**src/rtl/du_pkg.sv**
```systemverilog
// Shared constants, state types and character-format helpers for the dual serial block.
// Assumes one 100 MHz clock and registers reached by word index over the bus.
package du_pkg;
  // Clocking and a fixed baud rate, sixteen ticks per bit.
  localparam int CLK_HZ = 100_000_000;
  localparam int BAUD_RATE = 9600;
  localparam int OVERSAMPLE = 16;
  localparam int TICK_CYCLES = CLK_HZ / (BAUD_RATE * OVERSAMPLE);
  localparam logic [3:0] SUB_MID = 4'h7;
  localparam logic [3:0] SUB_LAST = 4'hF;
  // Register indices; the byte address is four times the index.
  localparam int ADDR_LSB = 2;
  localparam logic [3:0] CHB_OFS = 4'h8;
  localparam logic [3:0] IDX_MODE = 4'h0;
  localparam logic [3:0] IDX_STAT = 4'h1;
  localparam logic [3:0] IDX_CMD = 4'h2;
  localparam logic [3:0] IDX_DATA = 4'h3;
  localparam logic [3:0] IDX_INPUT_CHANGE_STATUS_ACR = 4'h4;
  localparam logic [3:0] IDX_ISR_IMR = 4'h5;
  localparam logic [3:0] IDX_CTU = 4'h6;
  localparam logic [3:0] IDX_CTL = 4'h7;
  localparam logic [3:0] IDX_IP_OUT_PORT_CONFIG = 4'hD;
  localparam logic [3:0] IDX_OP_SET = 4'hE;
  localparam logic [3:0] IDX_OP_CLR = 4'hF;
  // Mode register one fields.
  localparam int M1_RTS = 7;
  localparam int M1_RXINT = 6;
  localparam int M1_ERRMODE = 5;
  localparam int M1_PTYPE = 2;
  localparam logic [1:0] PMODE_WITH = 2'h0;
  localparam logic [1:0] PMODE_FORCE = 2'h1;
  localparam logic [1:0] PMODE_NONE = 2'h2;
  localparam logic [1:0] PMODE_MULTI = 2'h3;
  // Command nibble codes and status slots carried with each character.
  localparam logic [3:0] CMD_SET_PTR = 4'h1;
  localparam logic [3:0] CMD_RX_RESET = 4'h2;
  localparam logic [3:0] CMD_TX_RESET = 4'h3;
  localparam logic [3:0] CMD_ERR_RESET = 4'h4;
  localparam logic [3:0] CMD_BRK_RESET = 4'h5;
  localparam logic [7:0] REG_RST = 8'h00;
  localparam int FIFO_DEPTH = 4;
  localparam int FIFO_W = 11;
  // One-hot state codes.
  typedef enum logic [4:0] {
    DU_RX_IDLE = 5'h01, DU_RX_START = 5'h02, DU_RX_BITS = 5'h04, DU_RX_STOP = 5'h08, DU_RX_BRK = 5'h10
  } du_rx_state_type;
  typedef enum logic [1:0] {DU_TX_IDLE = 2'h1, DU_TX_SHIFT = 2'h2} du_tx_state_type;

  // Data bits per character, five to eight.
  function automatic logic [3:0] du_data_bits(input logic [7:0] m);
    return 4'h5 + {2'h0, m[1:0]};
  endfunction

  // True when a parity or address/data bit follows the data bits.
  function automatic logic du_has_extra(input logic [7:0] m);
    return m[4:3] != PMODE_NONE;
  endfunction

  // Value of the extra bit: computed parity, forced level, or address/data flag.
  function automatic logic du_extra_bit(input logic [7:0] m, input logic [7:0] d);
    logic [7:0] msk;
    msk = 8'hFF >> (4'h8 - du_data_bits(m));
    if (m[4:3] == PMODE_WITH) begin
      return (^(d & msk)) ^ m[M1_PTYPE];
    end
    return m[M1_PTYPE];
  endfunction
endpackage

```
**src/rtl/du_rx_fifo.sv**
```systemverilog
// Four-entry receive FIFO holding a character and its three status bits.
// Assumes the caller never relies on a push while full or a pop while empty; both are ignored.
`timescale 1ns/100ps
`default_nettype none
module du_rx_fifo (
  // Clock and reset.
  input wire logic clk_in,
  input wire logic rst_n_in,
  // Write side.
  input wire logic clear_in,
  input wire logic push_in,
  input wire logic [du_pkg::FIFO_W-1:0] wdata_in,
  // Read side.
  input wire logic pop_in,
  output logic [du_pkg::FIFO_W-1:0] top_out,
  output logic empty_out,
  output logic full_out
);
  logic [du_pkg::FIFO_DEPTH-1:0][du_pkg::FIFO_W-1:0] mem_q, mem_d;
  logic [2:0] wp_q, wp_d, rp_q, rp_d;
  logic [du_pkg::FIFO_W-1:0] top_q, top_d;

  assign empty_out = wp_q == rp_q;
  assign full_out = (wp_q ^ rp_q) == 3'h4;
  assign top_out = top_q;

  // Pointers carry one wrap bit so full and empty stay distinct; the top entry is re-registered.
  always_comb begin
    mem_d = mem_q;
    wp_d = wp_q;
    rp_d = rp_q;
    if (clear_in) begin
      wp_d = 3'h0;
      rp_d = 3'h0;
    end else begin
      if (push_in && !full_out) begin
        mem_d[wp_q[1:0]] = wdata_in;
        wp_d = wp_q + 3'h1;
      end
      if (pop_in && !empty_out) begin
        rp_d = rp_q + 3'h1;
      end
    end
    top_d = (wp_d == rp_d) ? '0 : mem_d[rp_d[1:0]];
  end

  // State registers.
  always_ff @(posedge clk_in) begin
    if (!rst_n_in) begin
      mem_q <= '0;
      wp_q <= 3'h0;
      rp_q <= 3'h0;
      top_q <= '0;
    end else begin
      mem_q <= mem_d;
      wp_q <= wp_d;
      rp_q <= rp_d;
      top_q <= top_d;
    end
  end
endmodule
`default_nettype wire

```
**src/rtl/du_serial.sv**
```systemverilog
// One channel's serial transmitter and receiver, framed by mode register one.
// Assumes a sixteen-per-bit tick from the parent and one stop bit on transmit.
`timescale 1ns/100ps
`default_nettype none
module du_serial (
  // Clock and reset.
  input wire logic clk_in,
  input wire logic rst_n_in,
  // Timing and format.
  input wire logic tick_in,
  input wire logic [7:0] mode_in,
  input wire logic rx_en_in,
  // Line pins.
  input wire logic rxd_in,
  output logic txd_out,
  // Transmit side.
  input wire logic tx_load_in,
  input wire logic [7:0] tx_data_in,
  output logic tx_idle_out,
  // Receive side.
  output logic start_out,
  output logic done_out,
  output logic brk_edge_out,
  output logic [7:0] data_out,
  output logic [2:0] stat_out
);
  du_pkg::du_rx_state_type rx_st_q, rx_st_d;
  du_pkg::du_tx_state_type tx_st_q, tx_st_d;
  logic [3:0] rx_sub_q, rx_sub_d, rx_idx_q, rx_idx_d, tx_sub_q, tx_sub_d, tx_cnt_q, tx_cnt_d, nbits;
  logic [8:0] rx_shf_q, rx_shf_d;
  logic [11:0] tx_shf_q, tx_shf_d;
  logic [7:0] data_q, data_d, rx_data;
  logic [2:0] stat_q, stat_d;
  logic start_q, start_d, done_q, done_d, brk_q, brk_d, extra, has_x, pe;

  assign nbits = du_pkg::du_data_bits(mode_in);
  assign has_x = du_pkg::du_has_extra(mode_in);
  assign rx_data = rx_shf_q[7:0] & (8'hFF >> (4'h8 - nbits));
  assign extra = rx_shf_q[nbits];
  // In multidrop the address/data flag takes the parity error slot.
  assign pe = has_x && ((mode_in[4:3] == du_pkg::PMODE_MULTI) ? extra :
              (extra != du_pkg::du_extra_bit(mode_in, rx_data)));
  assign txd_out = tx_shf_q[0];
  assign tx_idle_out = tx_st_q == du_pkg::DU_TX_IDLE;
  assign start_out = start_q;
  assign done_out = done_q;
  assign brk_edge_out = brk_q;
  assign data_out = data_q;
  assign stat_out = stat_q;

  // Receiver: a start is valid only if the line is still low at mid-bit.
  always_comb begin
    rx_st_d = rx_st_q;
    rx_sub_d = tick_in ? rx_sub_q + 4'h1 : rx_sub_q;
    rx_idx_d = rx_idx_q;
    rx_shf_d = rx_shf_q;
    data_d = data_q;
    stat_d = stat_q;
    start_d = 1'b0;
    done_d = 1'b0;
    brk_d = 1'b0;
    case (rx_st_q)
      du_pkg::DU_RX_IDLE: begin
        rx_sub_d = 4'h0;
        if (rx_en_in && !rxd_in) begin
          rx_st_d = du_pkg::DU_RX_START;
        end
      end
      du_pkg::DU_RX_START: begin
        if (tick_in && rx_sub_q == du_pkg::SUB_MID) begin
          rx_sub_d = 4'h0;
          rx_idx_d = 4'h0;
          rx_shf_d = 9'h000;
          rx_st_d = rxd_in ? du_pkg::DU_RX_IDLE : du_pkg::DU_RX_BITS;
          start_d = !rxd_in;
        end
      end
      du_pkg::DU_RX_BITS: begin
        if (tick_in && rx_sub_q == du_pkg::SUB_LAST) begin
          rx_shf_d[rx_idx_q] = rxd_in;
          rx_idx_d = rx_idx_q + 4'h1;
          if (rx_idx_q == nbits + {3'h0, has_x} - 4'h1) begin
            rx_st_d = du_pkg::DU_RX_STOP;
          end
        end
      end
      du_pkg::DU_RX_STOP: begin
        if (tick_in && rx_sub_q == du_pkg::SUB_LAST) begin
          done_d = 1'b1;
          data_d = rx_data;
          stat_d = {!rxd_in && rx_shf_q == 9'h000, !rxd_in, pe};
          if (!rxd_in && rx_shf_q == 9'h000) begin
            rx_st_d = du_pkg::DU_RX_BRK;
            brk_d = 1'b1;
          end else begin
            rx_st_d = du_pkg::DU_RX_IDLE;
          end
        end
      end
      du_pkg::DU_RX_BRK: begin
        if (rxd_in) begin
          rx_st_d = du_pkg::DU_RX_IDLE;
          brk_d = 1'b1;
        end
      end
      default: rx_st_d = du_pkg::DU_RX_IDLE;
    endcase
  end

  // Transmitter: a whole frame is built at load and shifted out LSB first.
  always_comb begin
    tx_st_d = tx_st_q;
    tx_sub_d = tick_in ? tx_sub_q + 4'h1 : tx_sub_q;
    tx_cnt_d = tx_cnt_q;
    tx_shf_d = tx_shf_q;
    case (tx_st_q)
      du_pkg::DU_TX_IDLE: begin
        tx_sub_d = 4'h0;
        if (tx_load_in) begin
          tx_shf_d = 12'hFFE;
          for (int i = 0; i < 8; i++) begin
            if (i < nbits) begin
              tx_shf_d[i+1] = tx_data_in[i];
            end
          end
          tx_shf_d[4'(nbits + 4'h1)] = has_x ? du_pkg::du_extra_bit(mode_in, tx_data_in) : 1'b1;
          tx_cnt_d = nbits + {3'h0, has_x} + 4'h1;
          tx_st_d = du_pkg::DU_TX_SHIFT;
        end
      end
      du_pkg::DU_TX_SHIFT: begin
        if (tick_in && tx_sub_q == du_pkg::SUB_LAST) begin
          tx_shf_d = {1'b1, tx_shf_q[11:1]};
          tx_cnt_d = tx_cnt_q - 4'h1;
          if (tx_cnt_q == 4'h0) begin
            tx_st_d = du_pkg::DU_TX_IDLE;
          end
        end
      end
      default: tx_st_d = du_pkg::DU_TX_IDLE;
    endcase
  end

  // State registers; the line idles at mark.
  always_ff @(posedge clk_in) begin
    if (!rst_n_in) begin
      rx_st_q <= du_pkg::DU_RX_IDLE;
      tx_st_q <= du_pkg::DU_TX_IDLE;
      {rx_sub_q, rx_idx_q, tx_sub_q, tx_cnt_q} <= 16'h0000;
      rx_shf_q <= 9'h000;
      tx_shf_q <= 12'hFFF;
      data_q <= 8'h00;
      stat_q <= 3'h0;
      {start_q, done_q, brk_q} <= 3'h0;
    end else begin
      rx_st_q <= rx_st_d;
      tx_st_q <= tx_st_d;
      {rx_sub_q, rx_idx_q, tx_sub_q, tx_cnt_q} <= {rx_sub_d, rx_idx_d, tx_sub_d, tx_cnt_d};
      rx_shf_q <= rx_shf_d;
      tx_shf_q <= tx_shf_d;
      data_q <= data_d;
      stat_q <= stat_d;
      {start_q, done_q, brk_q} <= {start_d, done_d, brk_d};
    end
  end
endmodule
`default_nettype wire

```
**src/rtl/du_top.sv**
```systemverilog
// Dual serial channel block: bus registers, mode pointers, error modes, flow control and interrupts.
// Assumes a single AHB-Lite master whose hready is this slave's hreadyout.
`timescale 1ns/100ps
`default_nettype none
//
// Contract
// - reset or pointer command selects mode one
// - mode one access advances pointer to two
// - request-to-send follows output port bit zero for A, bit one for B
// - full FIFO plus start drops request-to-send
// - port bit kept; reassert when FIFO frees
// - bit six picks ready or full interrupt
// - character mode shows top character status
// - block mode ORs status of top characters
// - parity modes add and check parity
// - parity field eleven selects multidrop mode
// - parity type sets parity or forced level
// - multidrop uses type as address flag polarity
// - length field sets five to eight bits
// - channel B mode registers mirror channel A
// - block errors hold until reset command
module du_top (
  // Clock and reset.
  input wire logic clk_in,
  input wire logic rst_n_in,
  // AHB-Lite slave.
  input wire logic hsel_in,
  input wire logic [31:0] haddr_in,
  input wire logic [1:0] htrans_in,
  input wire logic hwrite_in,
  input wire logic [2:0] hsize_in,
  input wire logic hready_in,
  input wire logic [31:0] hwdata_in,
  output logic [31:0] hrdata_out,
  output logic hreadyout_out,
  output logic hresp_out,
  // Serial lines.
  input wire logic rxd_a_in,
  input wire logic rxd_b_in,
  output logic txd_a_out,
  output logic txd_b_out,
  // Parallel ports and interrupt.
  input wire logic [6:0] ip_in,
  output logic [7:0] op_n_out,
  output logic irq_n_out
);
  // Bus phase state.
  logic dp_wr_q, dp_wr_d, dp_rd_q, dp_rd_d, dp_ok_q, dp_ok_d, take, wr_fire, rd_fire;
  logic [3:0] dp_idx_q, dp_idx_d;
  logic [7:0] hrdata_q, hrdata_d, rd_val, wdat;
  // Global registers.
  logic [7:0] acr_q, acr_d, imr_q, imr_d, timer_preset_upper_q, timer_preset_upper_d, timer_preset_lower_q, timer_preset_lower_d, out_port_config_q, out_port_config_d, opr_q, opr_d;
  logic [3:0] ip_prev_q, ip_prev_d, ip_delta_q, ip_delta_d;
  logic ip_init_q, irq_n_q, irq_n_d;
  logic [7:0] interrupt_status, op_n_q, op_n_d;
  // Per-channel state, index 0 is channel A.
  logic [1:0][7:0] mode_one_q, mode_one_d, mode_two_q, mode_two_d, thr_q, thr_d, sr, rx_data;
  logic [1:0][2:0] err_acc_q, err_acc_d, rx_stat;
  logic [1:0][du_pkg::FIFO_W-1:0] top;
  logic [1:0] ptr_q, ptr_d, rx_en_q, rx_en_d, tx_en_q, tx_en_d, thr_full_q, thr_full_d;
  logic [1:0] ovr_q, ovr_d, hold_q, hold_d, dbrk_q, dbrk_d;
  logic [1:0] mode_acc, cmd_wr, data_wr, data_rd, fifo_clr, tx_load, tx_idle, rx_start, rx_done;
  logic [1:0] brk_edge, f_empty, f_full, txrdy, rxint, rxd, txd;
  // Baud tick divider.
  logic [9:0] div_q, div_d;
  logic tick;

  // Register index with the channel B offset folded in.
  function automatic logic [3:0] du_cidx(input int ch, input logic [3:0] idx);
    return (ch != 0) ? (idx | du_pkg::CHB_OFS) : idx;
  endfunction

  assign take = hsel_in && htrans_in[1] && hready_in;
  assign wr_fire = dp_wr_q && dp_ok_q;
  assign rd_fire = dp_rd_q && dp_ok_q;
  assign wdat = hwdata_in[7:0];
  // Reads take one wait state so a write just before is always visible.
  assign hreadyout_out = !dp_rd_q;
  assign hresp_out = 1'b0;
  assign hrdata_out = {24'h000000, hrdata_q};
  assign rxd = {rxd_b_in, rxd_a_in};
  assign txd_a_out = txd[0];
  assign txd_b_out = txd[1];
  assign irq_n_out = irq_n_q;
  assign op_n_out = op_n_q;
  assign tick = div_q == 10'(du_pkg::TICK_CYCLES - 1);
  assign div_d = tick ? 10'h000 : div_q + 10'h001;

  // Bus address phase capture; hsize is ignored since only whole words are used.
  always_comb begin
    dp_wr_d = take && hwrite_in;
    dp_rd_d = take && !hwrite_in;
    dp_ok_d = take && haddr_in[31:6] == 26'h0000000 && haddr_in[1:0] == 2'h0;
    dp_idx_d = take ? haddr_in[5:du_pkg::ADDR_LSB] : dp_idx_q;
    hrdata_d = rd_fire ? rd_val : hrdata_q;
  end

  // Per-channel decode, status words and interrupt sources.
  always_comb begin
    for (int ch = 0; ch < 2; ch++) begin
      mode_acc[ch] = (wr_fire || rd_fire) && dp_idx_q == du_cidx(ch, du_pkg::IDX_MODE);
      cmd_wr[ch] = wr_fire && dp_idx_q == du_cidx(ch, du_pkg::IDX_CMD);
      data_wr[ch] = wr_fire && dp_idx_q == du_cidx(ch, du_pkg::IDX_DATA);
      data_rd[ch] = rd_fire && dp_idx_q == du_cidx(ch, du_pkg::IDX_DATA);
      fifo_clr[ch] = cmd_wr[ch] && wdat[7:4] == du_pkg::CMD_RX_RESET;
      tx_load[ch] = thr_full_q[ch] && tx_idle[ch] && tx_en_q[ch];
      txrdy[ch] = tx_en_q[ch] && !thr_full_q[ch];
      rxint[ch] = mode_one_q[ch][du_pkg::M1_RXINT] ? f_full[ch] : !f_empty[ch];
      sr[ch] = {mode_one_q[ch][du_pkg::M1_ERRMODE] ? err_acc_q[ch] : top[ch][10:8],
                ovr_q[ch], txrdy[ch] && tx_idle[ch], txrdy[ch], f_full[ch], !f_empty[ch]};
    end
    interrupt_status = {|(ip_delta_q & acr_q[3:0]), dbrk_q[1], rxint[1], txrdy[1], 1'b0, dbrk_q[0], rxint[0], txrdy[0]};
  end

  // Read data mux; unmapped indices read as zero.
  always_comb begin
    rd_val = 8'h00;
    for (int ch = 0; ch < 2; ch++) begin
      if (dp_idx_q == du_cidx(ch, du_pkg::IDX_MODE)) begin
        rd_val = ptr_q[ch] ? mode_two_q[ch] : mode_one_q[ch];
      end else if (dp_idx_q == du_cidx(ch, du_pkg::IDX_STAT)) begin
        rd_val = sr[ch];
      end else if (dp_idx_q == du_cidx(ch, du_pkg::IDX_DATA)) begin
        rd_val = top[ch][7:0];
      end
    end
    if (dp_idx_q == du_pkg::IDX_INPUT_CHANGE_STATUS_ACR) begin
      rd_val = {ip_delta_q, ip_in[3:0]};
    end else if (dp_idx_q == du_pkg::IDX_ISR_IMR) begin
      rd_val = interrupt_status;
    end else if (dp_idx_q == du_pkg::IDX_IP_OUT_PORT_CONFIG) begin
      rd_val = {1'b0, ip_in};
    end
  end

  // Channel registers; both channels share one body.
  always_comb begin
    for (int ch = 0; ch < 2; ch++) begin
      mode_one_d[ch] = mode_one_q[ch];
      mode_two_d[ch] = mode_two_q[ch];
      ptr_d[ch] = ptr_q[ch];
      rx_en_d[ch] = rx_en_q[ch];
      tx_en_d[ch] = tx_en_q[ch];
      thr_d[ch] = thr_q[ch];
      thr_full_d[ch] = thr_full_q[ch] && !tx_load[ch];
      err_acc_d[ch] = err_acc_q[ch];
      ovr_d[ch] = ovr_q[ch];
      dbrk_d[ch] = dbrk_q[ch];
      if (mode_acc[ch]) begin
        if (wr_fire && ptr_q[ch]) begin
          mode_two_d[ch] = wdat;
        end else if (wr_fire) begin
          mode_one_d[ch] = wdat;
        end
        ptr_d[ch] = 1'b1;
      end
      if (cmd_wr[ch]) begin
        rx_en_d[ch] = (rx_en_q[ch] || wdat[0]) && !wdat[1];
        tx_en_d[ch] = (tx_en_q[ch] || wdat[2]) && !wdat[3];
        case (wdat[7:4])
          du_pkg::CMD_SET_PTR: ptr_d[ch] = 1'b0;
          du_pkg::CMD_RX_RESET: begin
            rx_en_d[ch] = 1'b0;
            err_acc_d[ch] = 3'h0;
            ovr_d[ch] = 1'b0;
          end
          du_pkg::CMD_TX_RESET: begin
            tx_en_d[ch] = 1'b0;
            thr_full_d[ch] = 1'b0;
          end
          du_pkg::CMD_ERR_RESET: begin
            err_acc_d[ch] = 3'h0;
            ovr_d[ch] = 1'b0;
          end
          du_pkg::CMD_BRK_RESET: dbrk_d[ch] = 1'b0;
          default: ;
        endcase
      end
      if (data_wr[ch] && tx_en_q[ch] && !thr_full_q[ch]) begin
        thr_d[ch] = wdat;
        thr_full_d[ch] = 1'b1;
      end
      // Hardware sets win over a clear in the same cycle.
      err_acc_d[ch] = err_acc_d[ch] | top[ch][10:8];
      ovr_d[ch] = ovr_d[ch] || (rx_done[ch] && rx_en_q[ch] && f_full[ch]);
      dbrk_d[ch] = dbrk_d[ch] || brk_edge[ch];
      if (rx_start[ch] && mode_one_q[ch][du_pkg::M1_RTS] && f_full[ch]) begin
        hold_d[ch] = 1'b1;
      end else begin
        hold_d[ch] = hold_q[ch] && f_full[ch];
      end
    end
  end

  // Global registers, input change detect and registered pins.
  always_comb begin
    acr_d = acr_q;
    imr_d = imr_q;
    timer_preset_upper_d = timer_preset_upper_q;
    timer_preset_lower_d = timer_preset_lower_q;
    out_port_config_d = out_port_config_q;
    opr_d = opr_q;
    if (wr_fire && dp_idx_q == du_pkg::IDX_INPUT_CHANGE_STATUS_ACR) begin
      acr_d = wdat;
    end else if (wr_fire && dp_idx_q == du_pkg::IDX_ISR_IMR) begin
      imr_d = wdat;
    end else if (wr_fire && dp_idx_q == du_pkg::IDX_CTU) begin
      timer_preset_upper_d = wdat;
    end else if (wr_fire && dp_idx_q == du_pkg::IDX_CTL) begin
      timer_preset_lower_d = wdat;
    end else if (wr_fire && dp_idx_q == du_pkg::IDX_IP_OUT_PORT_CONFIG) begin
      out_port_config_d = wdat;
    end else if (wr_fire && dp_idx_q == du_pkg::IDX_OP_SET) begin
      opr_d = opr_q | wdat;
    end else if (wr_fire && dp_idx_q == du_pkg::IDX_OP_CLR) begin
      opr_d = opr_q & ~wdat;
    end
    // A read clears the change flags, but a change in that cycle still sets.
    ip_prev_d = ip_in[3:0];
    ip_delta_d = (rd_fire && dp_idx_q == du_pkg::IDX_INPUT_CHANGE_STATUS_ACR) ? 4'h0 : ip_delta_q;
    if (ip_init_q) begin
      ip_delta_d = ip_delta_d | (ip_in[3:0] ^ ip_prev_q);
    end
    irq_n_d = !(|(interrupt_status & imr_q));
    // Pins are the inverse of the effective bit; flow control masks bit 0 and 1 only.
    op_n_d = ~{out_port_config_q[7] ? txrdy[1] : opr_q[7], out_port_config_q[6] ? txrdy[0] : opr_q[6],
               out_port_config_q[5] ? rxint[1] : opr_q[5], out_port_config_q[4] ? rxint[0] : opr_q[4],
               opr_q[3:2], opr_q[1] && !hold_q[1], opr_q[0] && !hold_q[0]};
  end

  // Receive FIFOs and serial engines for both channels.
  for (genvar g = 0; g < 2; g++) begin : g_chan
    du_rx_fifo u_fifo (
      .clk_in(clk_in),
      .rst_n_in(rst_n_in),
      .clear_in(fifo_clr[g]),
      .push_in(rx_done[g] && rx_en_q[g]),
      .wdata_in({rx_stat[g], rx_data[g]}),
      .pop_in(data_rd[g]),
      .top_out(top[g]),
      .empty_out(f_empty[g]),
      .full_out(f_full[g])
    );
    du_serial u_serial (
      .clk_in(clk_in),
      .rst_n_in(rst_n_in),
      .tick_in(tick),
      .mode_in(mode_one_q[g]),
      .rx_en_in(rx_en_q[g]),
      .rxd_in(rxd[g]),
      .txd_out(txd[g]),
      .tx_load_in(tx_load[g]),
      .tx_data_in(thr_q[g]),
      .tx_idle_out(tx_idle[g]),
      .start_out(rx_start[g]),
      .done_out(rx_done[g]),
      .brk_edge_out(brk_edge[g]),
      .data_out(rx_data[g]),
      .stat_out(rx_stat[g])
    );
  end

  // All state registers; pins come out of flip-flops.
  always_ff @(posedge clk_in) begin
    if (!rst_n_in) begin
      {dp_wr_q, dp_rd_q, dp_ok_q} <= 3'h0;
      dp_idx_q <= 4'h0;
      hrdata_q <= 8'h00;
      {acr_q, imr_q, timer_preset_upper_q, timer_preset_lower_q, out_port_config_q, opr_q} <= {6{du_pkg::REG_RST}};
      {ip_prev_q, ip_delta_q} <= 8'h00;
      ip_init_q <= 1'b0;
      irq_n_q <= 1'b1;
      op_n_q <= 8'hFF;
      {mode_one_q, mode_two_q, thr_q} <= {6{du_pkg::REG_RST}};
      err_acc_q <= 6'h00;
      {ptr_q, rx_en_q, tx_en_q, thr_full_q, ovr_q, hold_q, dbrk_q} <= 14'h0000;
      div_q <= 10'h000;
    end else begin
      {dp_wr_q, dp_rd_q, dp_ok_q} <= {dp_wr_d, dp_rd_d, dp_ok_d};
      dp_idx_q <= dp_idx_d;
      hrdata_q <= hrdata_d;
      {acr_q, imr_q, timer_preset_upper_q, timer_preset_lower_q, out_port_config_q, opr_q} <= {acr_d, imr_d, timer_preset_upper_d, timer_preset_lower_d, out_port_config_d, opr_d};
      {ip_prev_q, ip_delta_q} <= {ip_prev_d, ip_delta_d};
      ip_init_q <= 1'b1;
      irq_n_q <= irq_n_d;
      op_n_q <= op_n_d;
      {mode_one_q, mode_two_q, thr_q} <= {mode_one_d, mode_two_d, thr_d};
      err_acc_q <= err_acc_d;
      {ptr_q, rx_en_q, tx_en_q, thr_full_q, ovr_q, hold_q, dbrk_q} <=
        {ptr_d, rx_en_d, tx_en_d, thr_full_d, ovr_d, hold_d, dbrk_d};
      div_q <= div_d;
    end
  end
endmodule
`default_nettype wire

```
**config.mk**
```make
export PLATFORM = sky130hd
export DESIGN_NAME = du_top
export DESIGN_NICKNAME = d
export VERILOG_FILES = /design/src/rtl/du_pkg.sv /design/src/rtl/du_rx_fifo.sv /design/src/rtl/du_serial.sv /design/src/rtl/du_top.sv
export SDC_FILE = /design/constraint.sdc
export NUM_CORES = 1
export LEC_CHECK = 0
export ABC_AREA = 1
export BUFFER_PORTS_ARGS = -buffer_cell sky130_fd_sc_hd__buf_2
export CORE_MARGIN = 5
export CORE_UTILIZATION = 30
export CTS_CLUSTER_DIAMETER = 30
export DETAILED_ROUTE_END_ITERATION = 10
export GPL_TIMING_DRIVEN = 1
export PLACE_DENSITY = 0.46
export SYNTH_ARGS = -nofsm -noshare
export SYNTH_HDL_FRONTEND = slang
export SYNTH_SLANG_ARGS = --single-unit
```
**constraint.sdc**
```tcl
create_clock -name clk_in -period 5.4 [get_ports clk_in]
set_input_delay 0.81 -clock clk_in [delete_from_list [all_inputs] [get_ports clk_in]]
set_output_delay 0.81 -clock clk_in [all_outputs]
set_load 0.02 [all_outputs]
```
## After elaboration in Yosys (flattened, before gate mapping)

Index checks and enable logic that the tools add are counted.

- Muxes and demuxes: 228
- Eq/ne operators: 72
- Divide/modulo/power cells: 0
- Reductions and logical operators: 153
- Add/sub/neg operators: 25
- Multiply operators: 0
- $lt $le $gt $ge: 32
- Shift-type cells: 2
- Bitwise gates (word level): 30

Operators with widths:

| operator | number |
|---|---|
| two-way mux 44 bit | 4 |
| two-way mux 1 bit | 117 |
| two-way mux 8 bit | 13 |
| bitwise mux 44 bit | 2 |
| logical AND 1 bit | 80 |
| two-way mux 5 bit | 14 |
| AND 8 bit | 8 |
| two-way mux 4 bit | 14 |
| case mux 5 bit (5 select lines) | 2 |
| two-way mux 12 bit | 4 |
| two-way mux 3 bit | 16 |
| case mux 12 bit (2 select lines) | 2 |
| case mux 4 bit (2 select lines) | 6 |
| binary-select mux 11 bit (select 2 bit) | 2 |
| demux 11 bit (select 2 bit) | 2 |
| equality test 4 bit, second input constant | 11 |
| two-way mux 11 bit | 4 |
| adder 4 x 1 -> 4 bit, second input constant | 10 |
| two-way mux 9 bit | 4 |
| case mux 9 bit (2 select lines) | 2 |
| equality test 4 x 3 -> 1 bit, second input constant | 8 |
| less-than comparator 3 x 4 -> 1 bit, first input constant | 8 |
| inequality test 2 x 1 -> 1 bit, second input constant | 16 |
| parity 8 bit | 4 |
| other kinds (58) | 189 |

- Bits in latches: 0
- Output and inout port bits: 45
- Flip-flop bits (word level): 377
- Memory bits (read-only): 0
- Input bits: 83
- Memory bits (writable): 0
- Memories: 0
- Word-level logic and storage cells: 614

## Logic depth before layout (Yosys ltp)

Gate-level depths: netlist (run 1).

- Depth in word-level cells: 14
- Gate-level depth with buffers: 19
- Mapped depth without buffers: 19

## Cells and area by module

A second synthesis (run 1) with hierarchy kept.

- Cells, all modules: 2694
- Area, all modules: 18884.4 um^2

By module, submodules not included:

| module | area each (um^2) | instances | seq. area each (um^2) | cells each |
|---|---|---|---|---|
| du_top | 6007.0 | 1 | 2682.6 | 815 |
| du_rx_fifo | 2887.8 | 2 | 1221.2 | 406 |
| du_serial at g_chan[0].u_serial | 3564.7 | 1 | 1161.1 | 533 |
| du_serial at g_chan[1].u_serial | 3537.1 | 1 | 1161.1 | 534 |

## Least setup slack after synthesis (run 1)

OpenSTA, ideal clock, no wires.

- Path type: reg-to-reg
- Start: register mode_one_q[0] (netlist bit)
- End: register g_chan[0].u_serial.rx_st_q[2]
- Clock period less this slack: 2.736 ns
- Slack: 2.664 ns
- Required time: 5.287 ns
- Arrival: 2.623 ns
- Path buffers: 1
- Stages on the path, launching flop included: 16
- Setup time: 0.113 ns
- Cell sequence: dfxtp_1 inv_1 ha_1 inv_1 fa_1 ha_1 xor2_1 nand3_1 o21ai_0 inv_1 nor2_1 and2_1 clkbuf_1 nand2_1 nand2_1 nor2_1

- Cells in the longest elaborated chain, start to end: 6

Ends and longest elaborated chain:

| element | line | RTL |
|---|---|---|
| start: declaration | du_top.sv:57 | `logic [1:0][7:0] mode_one_q, mode_one_d, mode_two_q, mode_two_d, thr_q, thr_d, sr, rx_data;` |
| start signal: assignment | du_top.sv:274 | `{mode_one_q, mode_two_q, thr_q} <= {6{du_pkg::REG_RST}};` |
| start signal: assignment | du_top.sv:287 | `{mode_one_q, mode_two_q, thr_q} <= {mode_one_d, mode_two_d, thr_d};` |
| adder 3 x 2 -> 4 bit | du_pkg.sv:51 | `return 4'h5 + {2'h0, m[1:0]};` |
| adder 4 x 1 -> 4 bit | du_serial.sv:82 | `if (rx_idx_q == nbits + {3'h0, has_x} - 4'h1) begin` |
| subtractor 4 x 1 -> 4 bit | du_serial.sv:82 |  |
| equality test 4 bit | du_serial.sv:82 |  |
| inequality test 2 x 1 -> 1 bit (no line) | - |  |
| AND reduction 6 bit (no line) | - |  |
| end signal: assignment | du_serial.sv:147 | `rx_st_q <= du_pkg::DU_RX_IDLE;` |
| end signal: assignment | du_serial.sv:156 | `rx_st_q <= rx_st_d;` |
| end: declaration | du_serial.sv:27 | `du_pkg::du_rx_state_type rx_st_q, rx_st_d;` |

No other way between the ends.
A chain may end at the register's enable or synchronous reset.

## Worst setup path in the final report (run 1)

- Start: register div_q[5]
- End: register g_chan[1].u_serial.tx_shf_q[0]

- Cells in the longest elaborated chain, start to end: 4

Ends and longest elaborated chain:

| element | line | RTL |
|---|---|---|
| start: declaration | du_top.sv:65 | `logic [9:0] div_q, div_d;` |
| start signal: assignment | du_top.sv:291 | `div_q <= div_d;` |
| equality test 10 bit | du_top.sv:86 | `assign tick = div_q == 10'(du_pkg::TICK_CYCLES - 1);` |
| logical AND 1 bit | du_serial.sv:132 | `if (tick_in && tx_sub_q == du_pkg::SUB_LAST) begin` |
| inequality test 2 x 1 -> 1 bit (no line) | - |  |
| AND reduction 3 bit (no line) | - |  |
| end signal: assignment | du_serial.sv:160 | `tx_shf_q <= tx_shf_d;` |
| end: declaration | du_serial.sv:31 | `logic [11:0] tx_shf_q, tx_shf_d;` |

No other way between the ends.

==> flow_metrics.tcl, run 1 <==
set metrics [dict create \
    report.final.slew_viol_count 0 \
    cts.sinks 372 \
    synth_top_family_by_area "simple AND/OR/NAND/NOR gates" \
    synth_compound_area_share_pct 16.4 \
    row_count 91 \
    initial_utilization_pct 30.1 \
    synth_seq_cells 372 \
    postCtsResizedCells 0 \
    place_congestion 0.827 \
    rsz0062_at_grt "no" \
    crit_fanout 24 \
    cp_cell_sequence "nor4_2 > nand3_2 > o21ai_1 > nand2_1 > nor2_1 > inv_1 > a21oi_1 > nand2_1 > nand2_1 > nand2_1" \
    hold_path.startpoint "hwrite_in" \
    critPathArrivalTime_ns 3.82 \
    yosysWarnings 0 \
    relSlewSlack_pct 28.7 \
    grt_usage_pct 16.1 \
    reg2reg_setup_slack_ns 2.08 \
    grt_max_degree 117 \
    cts_hold_buf 0 \
    status "completed" \
    hold_path_depth 2 \
    grt_pass1_wl_um 88300 \
    stdcell_area_um2 22800 \
    ys_top_cells_by_area "dfxtp_1, nand2_1, a21oi_1" \
    cts_buffers 104 \
    synth.cell_area_um2 18500 \
    h-tree-depth 3 \
    leakage_uw 0.00967 \
    async_flop_share_pct 0 \
    setup_tns_ns 0 \
    grt_overflow_total 0 \
    hold_path_class "primary input to register" \
    port-buffer-count 74 \
    post_cts.repair.setup_buffers 0 \
    finalWirelength_um 54900 \
    viasPerCell 4.76 \
    finalCriticalPeriod_ns 3.32 \
    crit_family "simple AND/OR/NAND/NOR gates" \
    power_uw 9470 \
    ys_seq_area_share_pct 40.3 \
    setup_slack_ns 2.08 \
    required_ns 5.89 \
    firstDrtPassIters 5 \
    ys.flop_type "dfxtp_1" \
    worstSetupPathType "register to register" \
    place_ws_ns 1.85 \
    hold_end "dp_rd_q" \
    synth_top_area_share_pct 40.3 \
    die-area_um2 66700 \
    critPathBufInv 1 \
    dpl.cell_count 3427 \
    final_hold_viol_count 0 \
    cts_tree "yes" \
    coreArea_um2 61400 \
    synth_top_area_cell "dfxtp_1" \
    fin_crit_sh_pct 61.5 \
    die_y_um 258 \
    worstMarginPinSlew_ns 1.07 \
    grt_pass1_vias 16800 \
    startpoint_type "register" \
    layout_common_cells "nand2_1, dfxtp_1, nor2_1" \
    syn_inst 2660 \
    clk_pin_slew_ns 0.04 \
    final_antenna_net_count 0 \
    dieWidth_um 258 \
    dpl_cell_area_um2 19300 \
    drt_iter0_markers 1042 \
    final_common_cell "nand2_1" \
    vias 17200 \
    setup_viol 0 \
    synthAdderAreaFrac_pct 3.56 \
    rr_worst_depth 10 \
    fin_worst_skew_ns 0.0228 \
    r2r-end "g_chan[1].u_serial.tx_shf_q[0]" \
    synth_edf_count 0 \
    num_antenna_cells 0 \
    synth_simple_gate_area_share_pct 27.2 \
    peakVddDrop_mv 0.218 \
    reg2reg_from "div_q[5]" \
    routedWlPerCell_um 15.2 \
    muxShareOfSynthArea_pct 0 \
    ios 128 \
    max_freq_ghz 0.301 \
    cp_common_cell "nand2_1" \
    maxCapViolations 0 \
    antenna_found_initial 1 \
    drc 0 \
    cp-end-kind "register" \
    critPathSlowestCell "nor2_1" \
    cts_buffer_depth 3 \
    avgSynthCellArea_um2 6.95 \
    slowest_delay_ns 0.59 \
    drive_gt1_share_pct 12.2 \
    area_growth_pct 23.3 \
    synth-xor-area-share_pct 2.08 \
    nets 2878 \
    fin_cells 3620 \
    clock_latency_ns 0.64 \
    place_hpwl_um 37800 \
    cellPowerDensity_nw_per_um2 415 \
    root_buffer "clkbuf_16" \
    ys_types 55 \
]
## routing by layer
| layer | up-vias | track usage (%) | wire length, µm |
|---|---|---|---|
| met4 | 2 | 5.59 | 1510 |
| met2 | 384 | 26.7 | 25500 |
| met5 | - | 0 | 7 |
| li1 | 8812 | - | - |
| met1 | 7948 | 20.7 | 25100 |
| met3 | 102 | 3.79 | 2770 |
## worst register-to-register path, cell delays in order (launching register included)
cell	delay, ns
dfxtp_1	0.35
nor4_2	0.30
nand3_2	0.56
o21ai_1	0.32
nand2_1	0.12
nor2_1	0.59
inv_1	0.51
a21oi_1	0.25
nand2_1	0.08
nand2_1	0.06
nand2_1	0.04
## final cells by class
| class | count | area (µm²) |
|---|---|---|
| timing repair buffer | 87 | 470 |
| sequential | 372 | 7450 |
| clock buffer | 149 | 2980 |
| clock inverter | 44 | 498 |
| multi-input combinational | 1856 | 9200 |
| fill | 6469 | 38600 |
| tap | 790 | 988 |
| inverter | 322 | 1220 |
## through the flow
| stage | hold slack [ns] | util, % |
|---|---|---|
| 3_3_place_gp | 0.406 | 31.5 |
| 3_5_place_dp | 0.416 | 31.5 |
| 2_1_floorplan | 0.358 | - |
| 5_1_grt | 0.341 | 37.2 |
| 4_1_cts | 0.312 | 37.2 |
| 6_report | 0.355 | 37.2 |
## cell families (layout without fill, tap and decap cells)
group / Yosys count / in the layout
AO/OA/AOI/OAI: 576 / 576
flip-flops: 372 / 372
buffers and inverters: 456 / 602
XOR/XNOR: 44 / 44
other: 1 / 25
adder cells (fa/ha/maj): 52 / 52
AND/OR/NAND/NOR: 1159 / 1159
## where the power goes
group | internal, µW | switching, µW | total, µW
clock | 4130 | 1790 | 5920
combinational | 187 | 458 | 645
sequential | 2850 | 51.9 | 2900
## worst max path at each step
stage	start	endpoint	slack [ns]	cells past startpoint
2_1_floorplan	mode_one_q[0]	g_chan[0].u_serial.rx_st_q[2]	2.66	15
3_3_place_gp	hwdata_in[4]	g_chan[1].u_fifo.top_out[3]	1.85	12
3_5_place_dp	hwdata_in[4]	g_chan[1].u_fifo.top_out[3]	1.85	12
4_1_cts	div_q[0]	g_chan[1].u_serial.tx_shf_q[0]	1.99	13
5_1_grt	div_q[0]	g_chan[1].u_serial.tx_shf_q[0]	1.60	13
6_report	div_q[5]	g_chan[1].u_serial.tx_shf_q[0]	2.08	10
## sequential cells by signal (all words and copies together) (netlist names), 8 cells and up, named ones only
name                      flops
g_chan.u_serial.tx_cnt_q      8
g_chan.u_fifo.top_out        22
g_chan.u_serial.rx_idx_q      8
hrdata_q                      8
thr_q                        16
g_chan.u_serial.data_out     16
g_chan.u_serial.rx_shf_q     18
mode_one_q                   16
mode_two_q                   16
g_chan.u_serial.rx_st_q      10
g_chan.u_fifo.mem_q          88
div_q                        10
g_chan.u_serial.rx_sub_q      8
op_n_out                      8
g_chan.u_serial.tx_sub_q      8
g_chan.u_serial.tx_shf_q     24
## cell usage after synthesis (3+ instances only)
master / number
nand3b_1: 6
a21oi_1: 276
buf_4: 36
xor2_1: 28
nand4_1: 41
nor3_2: 3
buf_6: 8
nor2_4: 5
clkbuf_1: 62
clkinv_1: 4
nor3_1: 39
o211ai_1: 15
xnor2_1: 16
a221oi_1: 5
nand2_1: 553
nor2_1: 292
nor4_1: 13
ha_1: 51
inv_2: 29
a31oi_1: 5
nand2_2: 6
buf_2: 24
o2111ai_1: 6
nand3_1: 142
or2_2: 9
o21ai_1: 32
a211oi_1: 4
inv_1: 288
dfxtp_1: 372
buf_1: 4
nand3_2: 6
o21ai_0: 222
nor3b_1: 9
nor2_2: 23
Note: power is estimated with default switching activity, not from simulation.
==> run 2, diff against run 1 <==
- PLACE_DENSITY: 0.46 -> 0.48
- clock period: 5.4 -> 2.9 ns (I/O delays scaled with it)
==> flow_metrics.tcl, run 2 (synthesis results as in run 1) <==
set metrics [dict create \
    status "completed" \
    peakVddDrop_mv 0.403 \
    largest_register "g_chan.u_fifo.mem_q" \
    coreArea_um2 61400 \
    post-route-util_pct 38.1 \
    grt_overflow_total 0 \
    rsz0062_at_grt "no" \
    slowest_delay_ns 0.41 \
    hold_path_class "primary input to register" \
    final_antenna_net_count 0 \
    drive_gt1_share_pct 14.0 \
    power_uw 18000 \
    dieWidth_um 258 \
    cp-end-kind "register" \
    setup_slack_ns 0.284 \
    grt_usage_pct 16.2 \
    root_buffer "clkbuf_16" \
    vias 17600 \
    report.final.slew_viol_count 0 \
    crit_fanout 6 \
    firstDrtPassIters 7 \
    antenna_found_initial 2 \
    final_hold_viol_count 0 \
    fin_crit_sh_pct 90.2 \
    grt_max_degree 129 \
    place_ws_ns 0.136 \
    relSlewSlack_pct 34.1 \
    grt_pass1_wl_um 88900 \
    cp_cell_sequence "inv_1 > ha_1 > xor2_1 > ha_1 > xnor2_1 > a21oi_1 > o21ai_0 > a21oi_1 > nand2_1 > nand2_1 > nand3_1 > inv_1 > nand2_1 > a21oi_1" \
    p_clk_share_pct 63.1 \
    worstMarginPinSlew_ns 0.989 \
    crit_family "adder cells" \
    p_int_uw 13800 \
    largest_register_ffs 88 \
    setup_viol 0 \
    port-buffer-count 74 \
    nets 2929 \
    place_congestion 0.867 \
    fin_worst_skew_ns 0.0136 \
    critPathArrivalTime_ns 3.16 \
    die_y_um 258 \
    max_freq_ghz 0.382 \
    cts.sinks 372 \
    critPathSlowestCell "dfxtp_1" \
    cts_tree "yes" \
    post_cts.repair.setup_buffers 0 \
    layout_common_cells "nand2_1, dfxtp_1, nor2_1" \
    initial_utilization_pct 30.1 \
    viasPerCell 4.79 \
    p_sw_uw 4210 \
    maxCapViolations 0 \
    comb_power_share_pct 7.0 \
    area_growth_pct 26.3 \
    startpoint_type "register" \
    drc 0 \
    clk_pin_slew_ns 0.04 \
    critPathBufInv 2 \
    finalWirelength_um 55200 \
    finalCriticalPeriod_ns 2.62 \
    ios 128 \
    worstSetupPathType "register to register" \
    grt_pass1_vias 16800 \
    cellPowerDensity_nw_per_um2 773 \
    leakage_uw 0.0100 \
    row_count 91 \
    p_seq_share_pct 29.9 \
    place_hpwl_um 38600 \
    setup_tns_ns 0 \
    p_sw_share_pct 23.3 \
    required_ns 3.44 \
    cts_buffer_depth 3 \
    num_antenna_cells 0 \
    die-area_um2 66700 \
    clock_latency_ns 0.63 \
    routedWlPerCell_um 15.1 \
    h-tree-depth 3 \
    drt_iter0_markers 1157 \
    final_common_cell "nand2_1" \
    cts_buffers 99 \
]
-- run 2: cell types whose count changed in the layout (fill, tap and decap cells not counted), sizes merged --
cell	change
buf	+55
clkbuf	-7
clkinvlp	-4
dlygate4sd3	+1
clkinv	-7
bufinv	+6
-- run 2: per-stage QoR --
stage | hold WS [ns] | instance area, µm² | std cells
after CTS | 0.0218 | 23300 | 3664
after global placement | 0.409 | 19800 | 3482
after detailed placement | 0.403 | 19800 | 3482
final | 0.0623 | 23400 | 3664
after floorplan | 0.358 | 18600 | 2684
after global routing | 0.0638 | 23400 | 3664
-- run 2: repair_timing --
action,in CTS,in global routing
endpoints found under the setup margin,0,6
hold buffers,1,0
gates resized for setup,0,5
endpoints found under the hold margin,1,0
-- run 2: final timing paths --
| check | endpoint | start | cells after the start | slack, ns |
|---|---|---|---|---|
| worst max-delay path | g_chan[1].u_serial.rx_st_q[1] | mode_one_q[9] | 14 | 0.28 |
| worst min-delay path | dp_ok_q | haddr_in[31] | 4 | 0.06 |
| worst max register to register | g_chan[1].u_serial.rx_st_q[1] | mode_one_q[9] | 14 | 0.28 |
| worst min register to register | op_n_out[2] | register | 1 | 0.39 |
-- run 2: power by group through the flow --
| stage | logic (µW) | clock network, µW | registers (µW) |
|---|---|---|---|
| 6_report | 1260 | 11400 | 5400 |
| 2_1_floorplan | 924 | 0 | 5470 |
| 3_5_place_dp | 1240 | 0 | 5490 |
| 4_1_cts | 1250 | 11600 | 5400 |
| 5_1_grt | 1450 | 11900 | 5420 |
| 3_3_place_gp | 1220 | 0 | 5480 |
-- run 2: tightest hold or removal path, delay by kind of cell --
kind | cells | cell delay [ns]
buffers and inverters | 1 | 0.07
AND/OR/NAND/NOR | 3 | 0.12
-- run 2: per-layer routing --
| metal | vias to the layer above | routed length [µm] | track usage (%) |
|---|---|---|---|
| li1 | 8927 | - | - |
| met4 | 4 | 1530 | 5.18 |
| met1 | 8114 | 25300 | 21.1 |
| met5 | - | 26 | 0 |
| met2 | 389 | 25800 | 27.2 |
| met3 | 125 | 2590 | 3.41 |
-- run 2: final cells by class --
cell class              count  area, µm²
clock buffers             142       2960
clock inverters            39        573
fillers                  6352      38000
inverters                 322       1220
multi-input cells        1856       9210
flip-flops and latches    372       7450
well taps                 790        988
repair buffers            143        956
